`src/ddr3_cmd_pkg.sv`:
```
// Shared constants, register map and carrier types of the command and clock-enable decoder.
package ddr3_cmd_pkg;
  // ==========================================================================
  // Widths
  // ==========================================================================
  localparam int BANK_W = 3;
  localparam int ADDR_W = 16;
  localparam int NUM_BANKS = 8;
  localparam int AXI_AW = 8;
  localparam int CNT_W = 8;

  // ==========================================================================
  // Command encodings and address fields
  // ==========================================================================
  localparam logic [2:0] RCW_MRW = 3'h0;
  localparam logic [2:0] RCW_REF = 3'h1;
  localparam logic [2:0] RCW_PRE = 3'h2;
  localparam logic [2:0] RCW_ACT = 3'h3;
  localparam logic [2:0] RCW_WR = 3'h4;
  localparam logic [2:0] RCW_RD = 3'h5;
  localparam logic [2:0] RCW_ZQ = 3'h6;
  localparam logic [2:0] RCW_NOP = 3'h7;
  localparam int A10_BIT = 10;
  localparam int A12_BIT = 12;
  localparam int MR_SEL_W = 2;
  localparam int NUM_MODE_REGS = 4;
  localparam int MR0_BL_LSB = 0;
  localparam logic [1:0] BL_FIXED8 = 2'h0;
  localparam logic [1:0] BL_OTF = 2'h1;
  localparam logic [1:0] BL_FIXED4 = 2'h2;
  localparam logic [ADDR_W-1:0] MODE_RESET = 16'h0000;

  // ==========================================================================
  // Timing
  // ==========================================================================
  localparam int CLK_MHZ = 50;
  localparam int PRE_NS = 15;
  localparam int REF_NS = 160;
  localparam int PD_EXIT_NS = 24;
  localparam int SR_EXIT_NS = 170;

  function automatic int ns_to_cyc(input int ns);
    int c;
    c = (ns * CLK_MHZ + 999) / 1000;
    return (c < 1) ? 1 : c;
  endfunction : ns_to_cyc

  localparam logic [CNT_W-1:0] PRE_LOAD = CNT_W'(ns_to_cyc(PRE_NS));
  localparam logic [CNT_W-1:0] REF_LOAD = CNT_W'(ns_to_cyc(REF_NS));
  localparam logic [CNT_W-1:0] PD_EXIT_LOAD = CNT_W'(ns_to_cyc(PD_EXIT_NS));
  localparam logic [CNT_W-1:0] SR_EXIT_LOAD = CNT_W'(ns_to_cyc(SR_EXIT_NS));
  localparam logic [2:0] BURST8_CYC = 3'h4;
  localparam logic [2:0] BURST4_CYC = 3'h2;
  localparam logic [2:0] BURST_LAST = 3'h1;

  // ==========================================================================
  // Types
  // ==========================================================================
  typedef struct packed {
    logic cs_n;
    logic ras_n;
    logic cas_n;
    logic we_n;
    logic cke;
    logic odt;
    logic [BANK_W-1:0] ba;
    logic [ADDR_W-1:0] addr;
  } pins_t;

  typedef enum logic [3:0] {
    c_none, c_nop, c_mrw, c_ref, c_pre, c_act, c_wr, c_rd, c_zq,
    c_sre, c_pde, c_pdx, c_srx, c_illegal
  } cmd_code_t;

  typedef enum logic [1:0] {st_active, st_powerdown, st_selfrefresh} dev_state_t;

  typedef struct packed {
    cmd_code_t code;
    logic [BANK_W-1:0] bank;
    logic [ADDR_W-1:0] addr;
    logic auto_close;
    logic chop;
    logic zq_long;
    logic zq_init;
  } cmd_t;

  localparam logic [1:0] PD_NONE = 2'h0;
  localparam logic [1:0] PD_ACTIVE = 2'h1;
  localparam logic [1:0] PD_PRECHARGE = 2'h2;
  localparam logic [1:0] PD_PLAIN = 2'h3;

  // ==========================================================================
  // Register map
  // ==========================================================================
  localparam logic [AXI_AW-1:0] REG_CTRL = 8'h00;
  localparam logic [AXI_AW-1:0] REG_STATUS = 8'h04;
  localparam logic [AXI_AW-1:0] REG_LAST = 8'h08;
  localparam logic [AXI_AW-1:0] REG_MODE0 = 8'h10;
  localparam logic [AXI_AW-1:0] MODE_BLOCK_MASK = 8'hF0;
  localparam int CTRL_INIT_DONE = 0;
  localparam int ST_STATE_LSB = 0;
  localparam int ST_IDLE = 2;
  localparam int ST_CKE = 3;
  localparam int ST_ODT = 4;
  localparam int ST_BURST = 5;
  localparam int ST_PD_LSB = 6;
  localparam int ST_ILLEGAL = 8;
  localparam int ST_OPEN_LSB = 16;
  localparam int LAST_CODE_LSB = 0;
  localparam int LAST_BANK_LSB = 4;
  localparam int LAST_AUTO = 7;
  localparam int LAST_CHOP = 8;
  localparam int LAST_ZQL = 9;
  localparam int LAST_ZQI = 10;
  localparam int LAST_ADDR_LSB = 16;
  localparam logic [1:0] RESP_OKAY = 2'h0;
  localparam logic [1:0] RESP_SLVERR = 2'h2;
endpackage : ddr3_cmd_pkg

```
`src/sdram_command_and_cke_decoder.sv`:
```
// Command and clock-enable decoder of a DDR3 memory with an AXI4-Lite status port.
`timescale 1ns/1ps
`default_nettype none
module sdram_command_and_cke_decoder (
  // Clock and device reset
  input wire logic mclk,
  input wire logic resetn,
  // Command pins
  input wire ddr3_cmd_pkg::pins_t pins,
  // Decoded commands
  output ddr3_cmd_pkg::cmd_t cmd_out,
  output logic cmd_valid,
  output logic illegal_cmd,
  output ddr3_cmd_pkg::dev_state_t dev_state,
  output logic idle,
  // AXI4-Lite write
  input wire logic [ddr3_cmd_pkg::AXI_AW-1:0] s_axi_awaddr,
  input wire logic s_axi_awvalid,
  output logic s_axi_awready,
  input wire logic [31:0] s_axi_wdata,
  input wire logic [3:0] s_axi_wstrb,
  input wire logic s_axi_wvalid,
  output logic s_axi_wready,
  output logic [1:0] s_axi_bresp,
  output logic s_axi_bvalid,
  input wire logic s_axi_bready,
  // AXI4-Lite read
  input wire logic [ddr3_cmd_pkg::AXI_AW-1:0] s_axi_araddr,
  input wire logic s_axi_arvalid,
  output logic s_axi_arready,
  output logic [31:0] s_axi_rdata,
  output logic [1:0] s_axi_rresp,
  output logic s_axi_rvalid,
  input wire logic s_axi_rready
);
  import ddr3_cmd_pkg::*;

  // ==========================================================================
  // Helpers
  // ==========================================================================
  function automatic logic [NUM_BANKS-1:0] bank_onehot(input logic [BANK_W-1:0] ba);
    bank_onehot = '0;
    bank_onehot[ba] = 1'b1;
  endfunction : bank_onehot

  function automatic logic is_desnop(input pins_t pv);
    is_desnop = pv.cs_n || ({pv.ras_n, pv.cas_n, pv.we_n} == RCW_NOP);
  endfunction : is_desnop

  function automatic logic is_mapped(input logic [AXI_AW-1:0] a);
    is_mapped = (a == REG_CTRL) || (a == REG_STATUS) || (a == REG_LAST) ||
                ((a & MODE_BLOCK_MASK) == REG_MODE0 && a[1:0] == 2'h0);
  endfunction : is_mapped

  // ==========================================================================
  // Decoder state
  // ==========================================================================
  logic cke_prev;
  logic cke_wake;
  logic [1:0] pd_kind;
  logic [NUM_BANKS-1:0] open_mask;
  logic [NUM_BANKS-1:0] open_set;
  logic [NUM_BANKS-1:0] close_set;
  logic [2:0] burst_cnt;
  logic burst_auto;
  logic [BANK_W-1:0] burst_bank;
  logic [CNT_W-1:0] pre_cnt;
  logic [CNT_W-1:0] ref_cnt;
  logic [CNT_W-1:0] exit_cnt;
  logic [ADDR_W-1:0] mode_reg [NUM_MODE_REGS];
  logic init_done;
  logic first_long_done;
  logic illegal_sticky;
  logic sr_armed;
  cmd_code_t raw_code;
  logic cmd_ok;

  // The wake path is filtered because the command clock may be stopped in self refresh.
  cke_wake_sync u_wake (
    .mclk(mclk),
    .resetn(resetn),
    .d(pins.cke),
    .q(cke_wake)
  );

  bank_tracker u_banks (
    .mclk(mclk),
    .resetn(resetn),
    .open_set(open_set),
    .close_set(close_set),
    .open_mask(open_mask)
  );

  // ==========================================================================
  // Decode
  // ==========================================================================
  wire [2:0] rcw = {pins.ras_n, pins.cas_n, pins.we_n};
  wire any_open = |open_mask;
  wire burst_busy = burst_cnt != '0;
  // Idle is judged on the state held before the edge, so self refresh entry can pass.
  wire quiet = dev_state == st_active && !any_open && !burst_busy && pre_cnt == '0 &&
               ref_cnt == '0 && exit_cnt == '0;
  wire now_idle = quiet && pins.cke;
  wire bank_open = open_mask[pins.ba];
  wire [1:0] bl_mode = mode_reg[0][MR0_BL_LSB +: 2];
  wire chop = (bl_mode == BL_OTF) ? !pins.addr[A12_BIT] : (bl_mode == BL_FIXED4);
  wire addr_a10 = pins.addr[A10_BIT];

  // Prior state plus clock enable at the previous and present edge pick the action.
  always_comb
  begin
    raw_code = c_illegal;
    case (dev_state)
      st_active:
      begin
        if (cke_prev && pins.cke)
        begin
          if (pins.cs_n)
          begin
            raw_code = c_none;
          end
          else
          begin
            case (rcw)
              RCW_MRW: raw_code = c_mrw;
              RCW_REF: raw_code = c_ref;
              RCW_PRE: raw_code = c_pre;
              RCW_ACT: raw_code = c_act;
              RCW_WR: raw_code = c_wr;
              RCW_RD: raw_code = c_rd;
              RCW_ZQ: raw_code = c_zq;
              default: raw_code = c_nop;
            endcase
          end
        end
        else if (cke_prev && !pins.cke)
        begin
          if (is_desnop(pins))
          begin
            raw_code = c_pde;
          end
          else if (rcw == RCW_REF)
          begin
            raw_code = c_sre;
          end
        end
      end
      st_powerdown:
      begin
        if (!cke_prev && !pins.cke)
        begin
          raw_code = c_none;
        end
        else if (!cke_prev && is_desnop(pins))
        begin
          raw_code = c_pdx;
        end
      end
      st_selfrefresh:
      begin
        raw_code = (cke_wake && sr_armed) ? c_srx : c_none;
      end
      default: raw_code = c_illegal;
    endcase
  end

  // Commands that the present bank and timing state cannot accept are refused.
  always_comb
  begin
    case (raw_code)
      c_act: cmd_ok = !bank_open && exit_cnt == '0;
      c_rd, c_wr: cmd_ok = bank_open && !burst_busy;
      c_mrw, c_ref, c_zq, c_sre: cmd_ok = quiet && cke_prev;
      default: cmd_ok = 1'b1;
    endcase
  end

  wire cmd_code_t fin_code = cmd_ok ? raw_code : c_illegal;
  wire do_act = fin_code == c_act;
  wire do_pre = fin_code == c_pre;
  wire do_burst = fin_code == c_rd || fin_code == c_wr;
  wire burst_end = burst_cnt == BURST_LAST;
  wire [NUM_BANKS-1:0] pre_mask = addr_a10 ? '1 : bank_onehot(pins.ba);
  wire [NUM_BANKS-1:0] auto_mask = (burst_end && burst_auto) ? bank_onehot(burst_bank) : '0;
  assign open_set = do_act ? bank_onehot(pins.ba) : '0;
  assign close_set = (do_pre ? pre_mask : '0) | auto_mask;
  wire start_pre = |(close_set & open_mask);
  wire zq_init_now = addr_a10 && !init_done && !first_long_done;
  wire [1:0] next_pd_kind = (burst_busy || pre_cnt != '0) ? PD_PLAIN :
                            any_open ? PD_ACTIVE : PD_PRECHARGE;
  wire report = fin_code != c_none && fin_code != c_nop && fin_code != c_illegal;

  // ==========================================================================
  // State and timers
  // ==========================================================================
  always_ff @(posedge mclk or negedge resetn)
  begin
    if (!resetn)
    begin
      dev_state <= st_active;
      pd_kind <= PD_NONE;
      cke_prev <= 1'b0;
      sr_armed <= 1'b0;
    end
    else
    begin
      cke_prev <= pins.cke;
      // Exit waits until the filtered enable was seen low, as stale stages still read high.
      sr_armed <= (dev_state == st_selfrefresh) && (sr_armed || !cke_wake);
      case (fin_code)
        c_pde:
        begin
          dev_state <= st_powerdown;
          pd_kind <= next_pd_kind;
        end
        c_sre: dev_state <= st_selfrefresh;
        c_pdx, c_srx:
        begin
          dev_state <= st_active;
          pd_kind <= PD_NONE;
        end
        default: dev_state <= dev_state;
      endcase
    end
  end

  always_ff @(posedge mclk or negedge resetn)
  begin
    if (!resetn)
    begin
      burst_cnt <= '0;
      burst_auto <= 1'b0;
      burst_bank <= '0;
    end
    else if (do_burst)
    begin
      burst_cnt <= chop ? BURST4_CYC : BURST8_CYC;
      burst_auto <= addr_a10;
      burst_bank <= pins.ba;
    end
    else if (burst_busy)
    begin
      burst_cnt <= burst_cnt - BURST_LAST;
    end
  end

  always_ff @(posedge mclk or negedge resetn)
  begin
    if (!resetn)
    begin
      pre_cnt <= '0;
      ref_cnt <= '0;
      exit_cnt <= '0;
    end
    else
    begin
      pre_cnt <= start_pre ? PRE_LOAD : (pre_cnt != '0) ? pre_cnt - 1'b1 : pre_cnt;
      ref_cnt <= (fin_code == c_ref) ? REF_LOAD :
                 (ref_cnt != '0) ? ref_cnt - 1'b1 : ref_cnt;
      exit_cnt <= (fin_code == c_pdx) ? PD_EXIT_LOAD :
                  (fin_code == c_srx) ? SR_EXIT_LOAD :
                  (exit_cnt != '0) ? exit_cnt - 1'b1 : exit_cnt;
    end
  end

  always_ff @(posedge mclk or negedge resetn)
  begin
    if (!resetn)
    begin
      for (int i = 0; i < NUM_MODE_REGS; i++)
      begin
        mode_reg[i] <= MODE_RESET;
      end
      first_long_done <= 1'b0;
    end
    else
    begin
      if (fin_code == c_mrw)
      begin
        mode_reg[pins.ba[MR_SEL_W-1:0]] <= pins.addr;
      end
      if (fin_code == c_zq && addr_a10)
      begin
        first_long_done <= 1'b1;
      end
    end
  end

  // ==========================================================================
  // Decoded outputs
  // ==========================================================================
  always_ff @(posedge mclk or negedge resetn)
  begin
    if (!resetn)
    begin
      cmd_out <= '0;
      cmd_valid <= 1'b0;
      illegal_cmd <= 1'b0;
      idle <= 1'b0;
    end
    else
    begin
      cmd_out <= '{code: fin_code, bank: pins.ba, addr: pins.addr, auto_close: addr_a10,
                   chop: chop, zq_long: addr_a10, zq_init: zq_init_now};
      cmd_valid <= report;
      illegal_cmd <= fin_code == c_illegal;
      idle <= now_idle;
    end
  end

  // ==========================================================================
  // AXI4-Lite slave
  // ==========================================================================
  logic aw_held;
  logic w_held;
  logic [AXI_AW-1:0] aw_addr;
  logic [31:0] w_data;
  logic [3:0] w_strb;
  logic [31:0] rd_word;

  wire wr_go = aw_held && w_held && !s_axi_bvalid;
  wire wr_ctrl = wr_go && aw_addr == REG_CTRL && w_strb[0];
  wire clr_illegal = wr_go && aw_addr == REG_STATUS && w_strb[1] && w_data[ST_ILLEGAL];
  wire [AXI_AW-1:0] mode_idx = s_axi_araddr >> 2;

  wire [31:0] status_word = {8'h00, open_mask, 7'h00, illegal_sticky, pd_kind,
                             burst_busy, pins.odt, pins.cke, now_idle, 2'(dev_state)};
  wire [31:0] last_word = {cmd_out.addr, 5'h00, cmd_out.zq_init, cmd_out.zq_long,
                           cmd_out.chop, cmd_out.auto_close, cmd_out.bank, 4'(cmd_out.code)};

  always_comb
  begin
    rd_word = 32'h0000_0000;
    if (s_axi_araddr == REG_CTRL)
    begin
      rd_word[CTRL_INIT_DONE] = init_done;
    end
    else if (s_axi_araddr == REG_STATUS)
    begin
      rd_word = status_word;
    end
    else if (s_axi_araddr == REG_LAST)
    begin
      rd_word = last_word;
    end
    else if (is_mapped(s_axi_araddr))
    begin
      rd_word[ADDR_W-1:0] = mode_reg[mode_idx[MR_SEL_W-1:0]];
    end
  end

  always_ff @(posedge mclk or negedge resetn)
  begin
    if (!resetn)
    begin
      init_done <= 1'b0;
      illegal_sticky <= 1'b0;
    end
    else
    begin
      if (wr_ctrl)
      begin
        init_done <= w_data[CTRL_INIT_DONE];
      end
      illegal_sticky <= (fin_code == c_illegal) || (illegal_sticky && !clr_illegal);
    end
  end

  always_ff @(posedge mclk or negedge resetn)
  begin
    if (!resetn)
    begin
      aw_held <= 1'b0;
      w_held <= 1'b0;
      aw_addr <= '0;
      w_data <= '0;
      w_strb <= '0;
      s_axi_awready <= 1'b1;
      s_axi_wready <= 1'b1;
      s_axi_bvalid <= 1'b0;
      s_axi_bresp <= RESP_OKAY;
    end
    else
    begin
      if (s_axi_awvalid && s_axi_awready)
      begin
        aw_held <= 1'b1;
        aw_addr <= s_axi_awaddr;
        s_axi_awready <= 1'b0;
      end
      if (s_axi_wvalid && s_axi_wready)
      begin
        w_held <= 1'b1;
        w_data <= s_axi_wdata;
        w_strb <= s_axi_wstrb;
        s_axi_wready <= 1'b0;
      end
      if (wr_go)
      begin
        s_axi_bvalid <= 1'b1;
        s_axi_bresp <= is_mapped(aw_addr) ? RESP_OKAY : RESP_SLVERR;
      end
      if (s_axi_bvalid && s_axi_bready)
      begin
        s_axi_bvalid <= 1'b0;
        aw_held <= 1'b0;
        w_held <= 1'b0;
        s_axi_awready <= 1'b1;
        s_axi_wready <= 1'b1;
      end
    end
  end

  always_ff @(posedge mclk or negedge resetn)
  begin
    if (!resetn)
    begin
      s_axi_arready <= 1'b1;
      s_axi_rvalid <= 1'b0;
      s_axi_rdata <= '0;
      s_axi_rresp <= RESP_OKAY;
    end
    else if (s_axi_arvalid && s_axi_arready)
    begin
      s_axi_arready <= 1'b0;
      s_axi_rvalid <= 1'b1;
      s_axi_rdata <= rd_word;
      s_axi_rresp <= is_mapped(s_axi_araddr) ? RESP_OKAY : RESP_SLVERR;
    end
    else if (s_axi_rvalid && s_axi_rready)
    begin
      s_axi_rvalid <= 1'b0;
      s_axi_arready <= 1'b1;
    end
  end
endmodule : sdram_command_and_cke_decoder
`default_nettype wire

```
`src/cke_wake_sync.sv`:
```
// Three-stage synchroniser for clock enable while the command clock may be stopped.
`timescale 1ns/1ps
`default_nettype none
module cke_wake_sync (
  // Clock and reset
  input wire logic mclk,
  input wire logic resetn,
  // Raw and filtered level
  input wire logic d,
  output logic q
);
  logic s1;
  logic s2;
  logic s3;

  // The output moves only when the second and third stages agree.
  always_ff @(posedge mclk or negedge resetn)
  begin
    if (!resetn)
    begin
      s1 <= 1'b0;
      s2 <= 1'b0;
      s3 <= 1'b0;
      q <= 1'b0;
    end
    else
    begin
      s1 <= d;
      s2 <= s1;
      s3 <= s2;
      if (s2 == s3)
      begin
        q <= s3;
      end
    end
  end
endmodule : cke_wake_sync
`default_nettype wire

```
`src/bank_tracker.sv`:
```
// Open-row flags of all banks.
`timescale 1ns/1ps
`default_nettype none
module bank_tracker (
  // Clock and reset
  input wire logic mclk,
  input wire logic resetn,
  // Open and close requests, one bit per bank
  input wire logic [ddr3_cmd_pkg::NUM_BANKS-1:0] open_set,
  input wire logic [ddr3_cmd_pkg::NUM_BANKS-1:0] close_set,
  // Current flags
  output logic [ddr3_cmd_pkg::NUM_BANKS-1:0] open_mask
);
  import ddr3_cmd_pkg::*;

  genvar i;
  generate
    for (i = 0; i < NUM_BANKS; i++)
    begin : g_bank
      always_ff @(posedge mclk or negedge resetn)
      begin
        if (!resetn)
        begin
          open_mask[i] <= 1'b0;
        end
        else if (open_set[i])
        begin
          open_mask[i] <= 1'b1;
        end
        else if (close_set[i])
        begin
          open_mask[i] <= 1'b0;
        end
      end
    end
  endgenerate
endmodule : bank_tracker
`default_nettype wire

```
`config.mk`:
```
export PLATFORM = sky130hd
export DESIGN_NAME = sdram_command_and_cke_decoder
export DESIGN_NICKNAME = d
export VERILOG_FILES = /design/src/ddr3_cmd_pkg.sv /design/src/sdram_command_and_cke_decoder.sv /design/src/cke_wake_sync.sv /design/src/bank_tracker.sv
export SDC_FILE = /design/constraint.sdc
export NUM_CORES = 1
export LEC_CHECK = 0
export ABC_AREA = 1
export ABC_CLOCK_PERIOD_IN_PS = 6800
export BUFFER_PORTS_ARGS = -buffer_cell sky130_fd_sc_hd__clkbuf_2
export CORE_MARGIN = 3
export CORE_UTILIZATION = 50
export DETAILED_ROUTE_END_ITERATION = 10
export GPL_ROUTABILITY_DRIVEN = 0
export GPL_TIMING_DRIVEN = 0
export PLACE_DENSITY = 0.72
export SLEW_MARGIN = 40
export SYNTH_ARGS = -nofsm -noshare
export SYNTH_HDL_FRONTEND = slang
export SYNTH_SLANG_ARGS = --single-unit
```
`constraint.sdc`:
```
create_clock -name mclk -period 6.8 [get_ports mclk]
set_clock_uncertainty 0.2 [all_clocks]
set_input_delay 1.36 -clock mclk [delete_from_list [all_inputs] [get_ports mclk]]
set_output_delay 1.36 -clock mclk [all_outputs]
set_load 0.02 [all_outputs]
```
==> impl_metrics.tcl <==
set metrics [dict create \
    power_density_nw_per_um2 235 \
    drtAntennaViolNets 0 \
    insertion_delay_ns 0.43 \
    cp_data_arrival_time_ns 3.53 \
    critPathCaptureType "register" \
    grt_max_degree 68 \
    leakagePower_nw 5.74 \
    htree_levels 4 \
    yosysSeqAreaShare_pct 52.6 \
    die_area_um2 20300 \
    route.detailed.drc 0 \
    dpl_cell_area_um2 10300 \
    cts_tree "built" \
    finalSetupViolCount 0 \
    netlist.area_leader.share_pct 51.7 \
    initial_core_util_pct 51.4 \
    routed_wl_mm 24.8 \
    num_vias 8074 \
    worstSetupPathType "in -> reg" \
    finalHoldViolCount 0 \
    synthCells 1103 \
    largest_reg_flops 62 \
    crit_path_max_fanout 8 \
    finalPower_w 0.00255 \
    ys_top_cells_by_area "dfrtp_1, nand2_1, nand3_1" \
    postCtsSetupBuffers 0 \
    grt_pass1_vias 7630 \
    synthArstFlopShare_pct 100 \
    track_usage_pct 25.2 \
    max_cap_violations 0 \
    worstMarginPinSlew_ns 0.747 \
    syn_to_final_growth_pct 16.6 \
    first_pass_iters 8 \
    clock_sinks 196 \
    synth_area_leader_cell "dfrtp_1" \
    period_needed_ns 3.41 \
    numCtsBuffers 17 \
    synth_warnings 0 \
    maxSlewViolCount 0 \
    relSlewSlack_pct 50.2 \
    fin_ws_ns 3.39 \
    core-area_um2 18100 \
    clockBufferDepth 2 \
    most-common-layout-cells "nand2_1, dfrtp_1, nand3_1" \
    synth_ff_type "dfrtp_1" \
    io-pin-count 157 \
    grt_overflow 0 \
    drive_above_1_share_pct 16.7 \
    synth.avg_cell_area_um2 8.46 \
    cts-root-buf "clkbuf_16" \
    final_common_cell "nand2_1" \
    nFillCells 1608 \
    fin_area_um2 10900 \
    antenna_found_initial 0 \
    fp.dieW_um 143 \
    status "complete, no violations" \
    grt_pass1_wl_mm 40.6 \
    max_freq_ghz 0.293 \
    die_h_um 143 \
    fp-row-count 49 \
    netlist-cell-type-count 50 \
    synth-edff-count 0 \
    min_period_over_period_pct 50.2 \
    netlist_area_um2 9340 \
    wire_per_inst_um 16.7 \
    fin_setup_tns_ns 0 \
    antenna_cells 0 \
    io_buffers 121 \
    cts_resized 0 \
    drtIter0Drc 708 \
    critPathLaunchType "input port" \
    rsz0062_at_grt "no" \
    clkSlewWorstSetupHoldPaths_ns 0.07 \
    vdd_drop_max_v 0.000198 \
    dpl_worst_slack_ns 3.02 \
    cts_hold_buffers 0 \
    fin_nets 1339 \
    hold_path_class "reg -> reg" \
    crit_required_ns 6.92 \
    ys_ff_latch 196 \
    viasPerCell 5.43 \
    hpwlAfterDp_mm 18.5 \
]
## layer usage
metal | global-route usage [%] | part of all wire (%) | vias to the layer above
met5 | 0 | 0 | -
met4 | 6.80 | 1.9 | 0
met3 | 5.93 | 9.5 | 33
met2 | 38.1 | 44 | 354
met1 | 36.8 | 44 | 3795
li1 | - | - | 3892
## cells by family after synthesis
kind of cell               after synthesis  synth area share, %
and+or+nand+nor                        624                 30.6
xor gates and xnor gates                13                 1.22
muxes                                    1                0.121
DFF                                    196                 52.6
AOI/OAI and AO/OA                      113                 7.41
buffers and inverters                  146                 6.87
other                                    1               0.0402
adders and majority gates                9                 1.18
## worst max-delay path, stage by stage
cell	delay [ns]
clkbuf_2	0.12
inv_1	0.05
ha_1	0.26
nand2_1	0.05
a21oi_1	0.15
nand3_1	0.10
nand2_1	0.17
nand4_1	0.35
o21ai_0	0.40
nand2_1	0.08
nand2_1	0.09
nor2_1	0.07
nand2_1	0.20
nor2_1	0.07
## report_power, final
| part | internal [W] | switching (W) | total [W] |
|---|---|---|---|
| Combinational | 0.0000826 | 0.000212 | 0.000294 |
| Clock | 0.000537 | 0.000440 | 0.000977 |
| Sequential | 0.00124 | 0.0000459 | 0.00128 |
## stage by stage
stage | hold WS, ns | instances | util [%]
floorplan | 0.160 | 1104 | -
global placement | 0.163 | 1454 | 56.4
detailed placement | 0.186 | 1457 | 56.9
CTS | 0.201 | 1487 | 59.9
global route | 0.209 | 1487 | 60.0
finish | 0.196 | 1487 | 60.0
## path summary, 6_finish.rpt
| kind | startpoint | end | slack, ns | depth (start not counted) |
|---|---|---|---|---|
| worst max-delay path | pins[23] | pre_cnt[6] | 3.39 | 14 |
| worst min-delay path | u_wake.s2 | u_wake.s3 | 0.20 | 0 |
| worst max register to register | dev_state[0] | pre_cnt[6] | 3.98 | 12 |
| worst min register to register | u_wake.s2 | u_wake.s3 | 0.20 | 0 |
| max in group asynchronous | resetn | s_axi_wready | 4.80 | 3 |
| min in group asynchronous | resetn | s_axi_rdata[28] | 0.63 | 1 |
## layout make-up
| class | count | area [um^2] | share of cell area (%) |
|---|---|---|---|
| inverter | 101 | 379 | 3.48 |
| multi-input combinational | 762 | 3800 | 34.9 |
| buffer | 45 | 263 | 2.41 |
| tap | 229 | 287 | 2.63 |
| sequential | 196 | 4910 | 45.1 |
| clock inverter | 9 | 109 | 1.00 |
| timing repair buffer | 124 | 697 | 6.40 |
| clock buffer | 21 | 440 | 4.05 |
## cells in the mapped netlist, types with 10 or more instances
cell type	n
dfrtp_1	193
nand4_1	32
a21oi_1	27
nand3_1	147
inv_2	13
buf_6	10
inv_1	85
clkbuf_1	28
nand2_1	346
nor2_1	63
o211ai_1	10
xor2_1	11
o21ai_0	46
(Power assumes the default switching activity.)
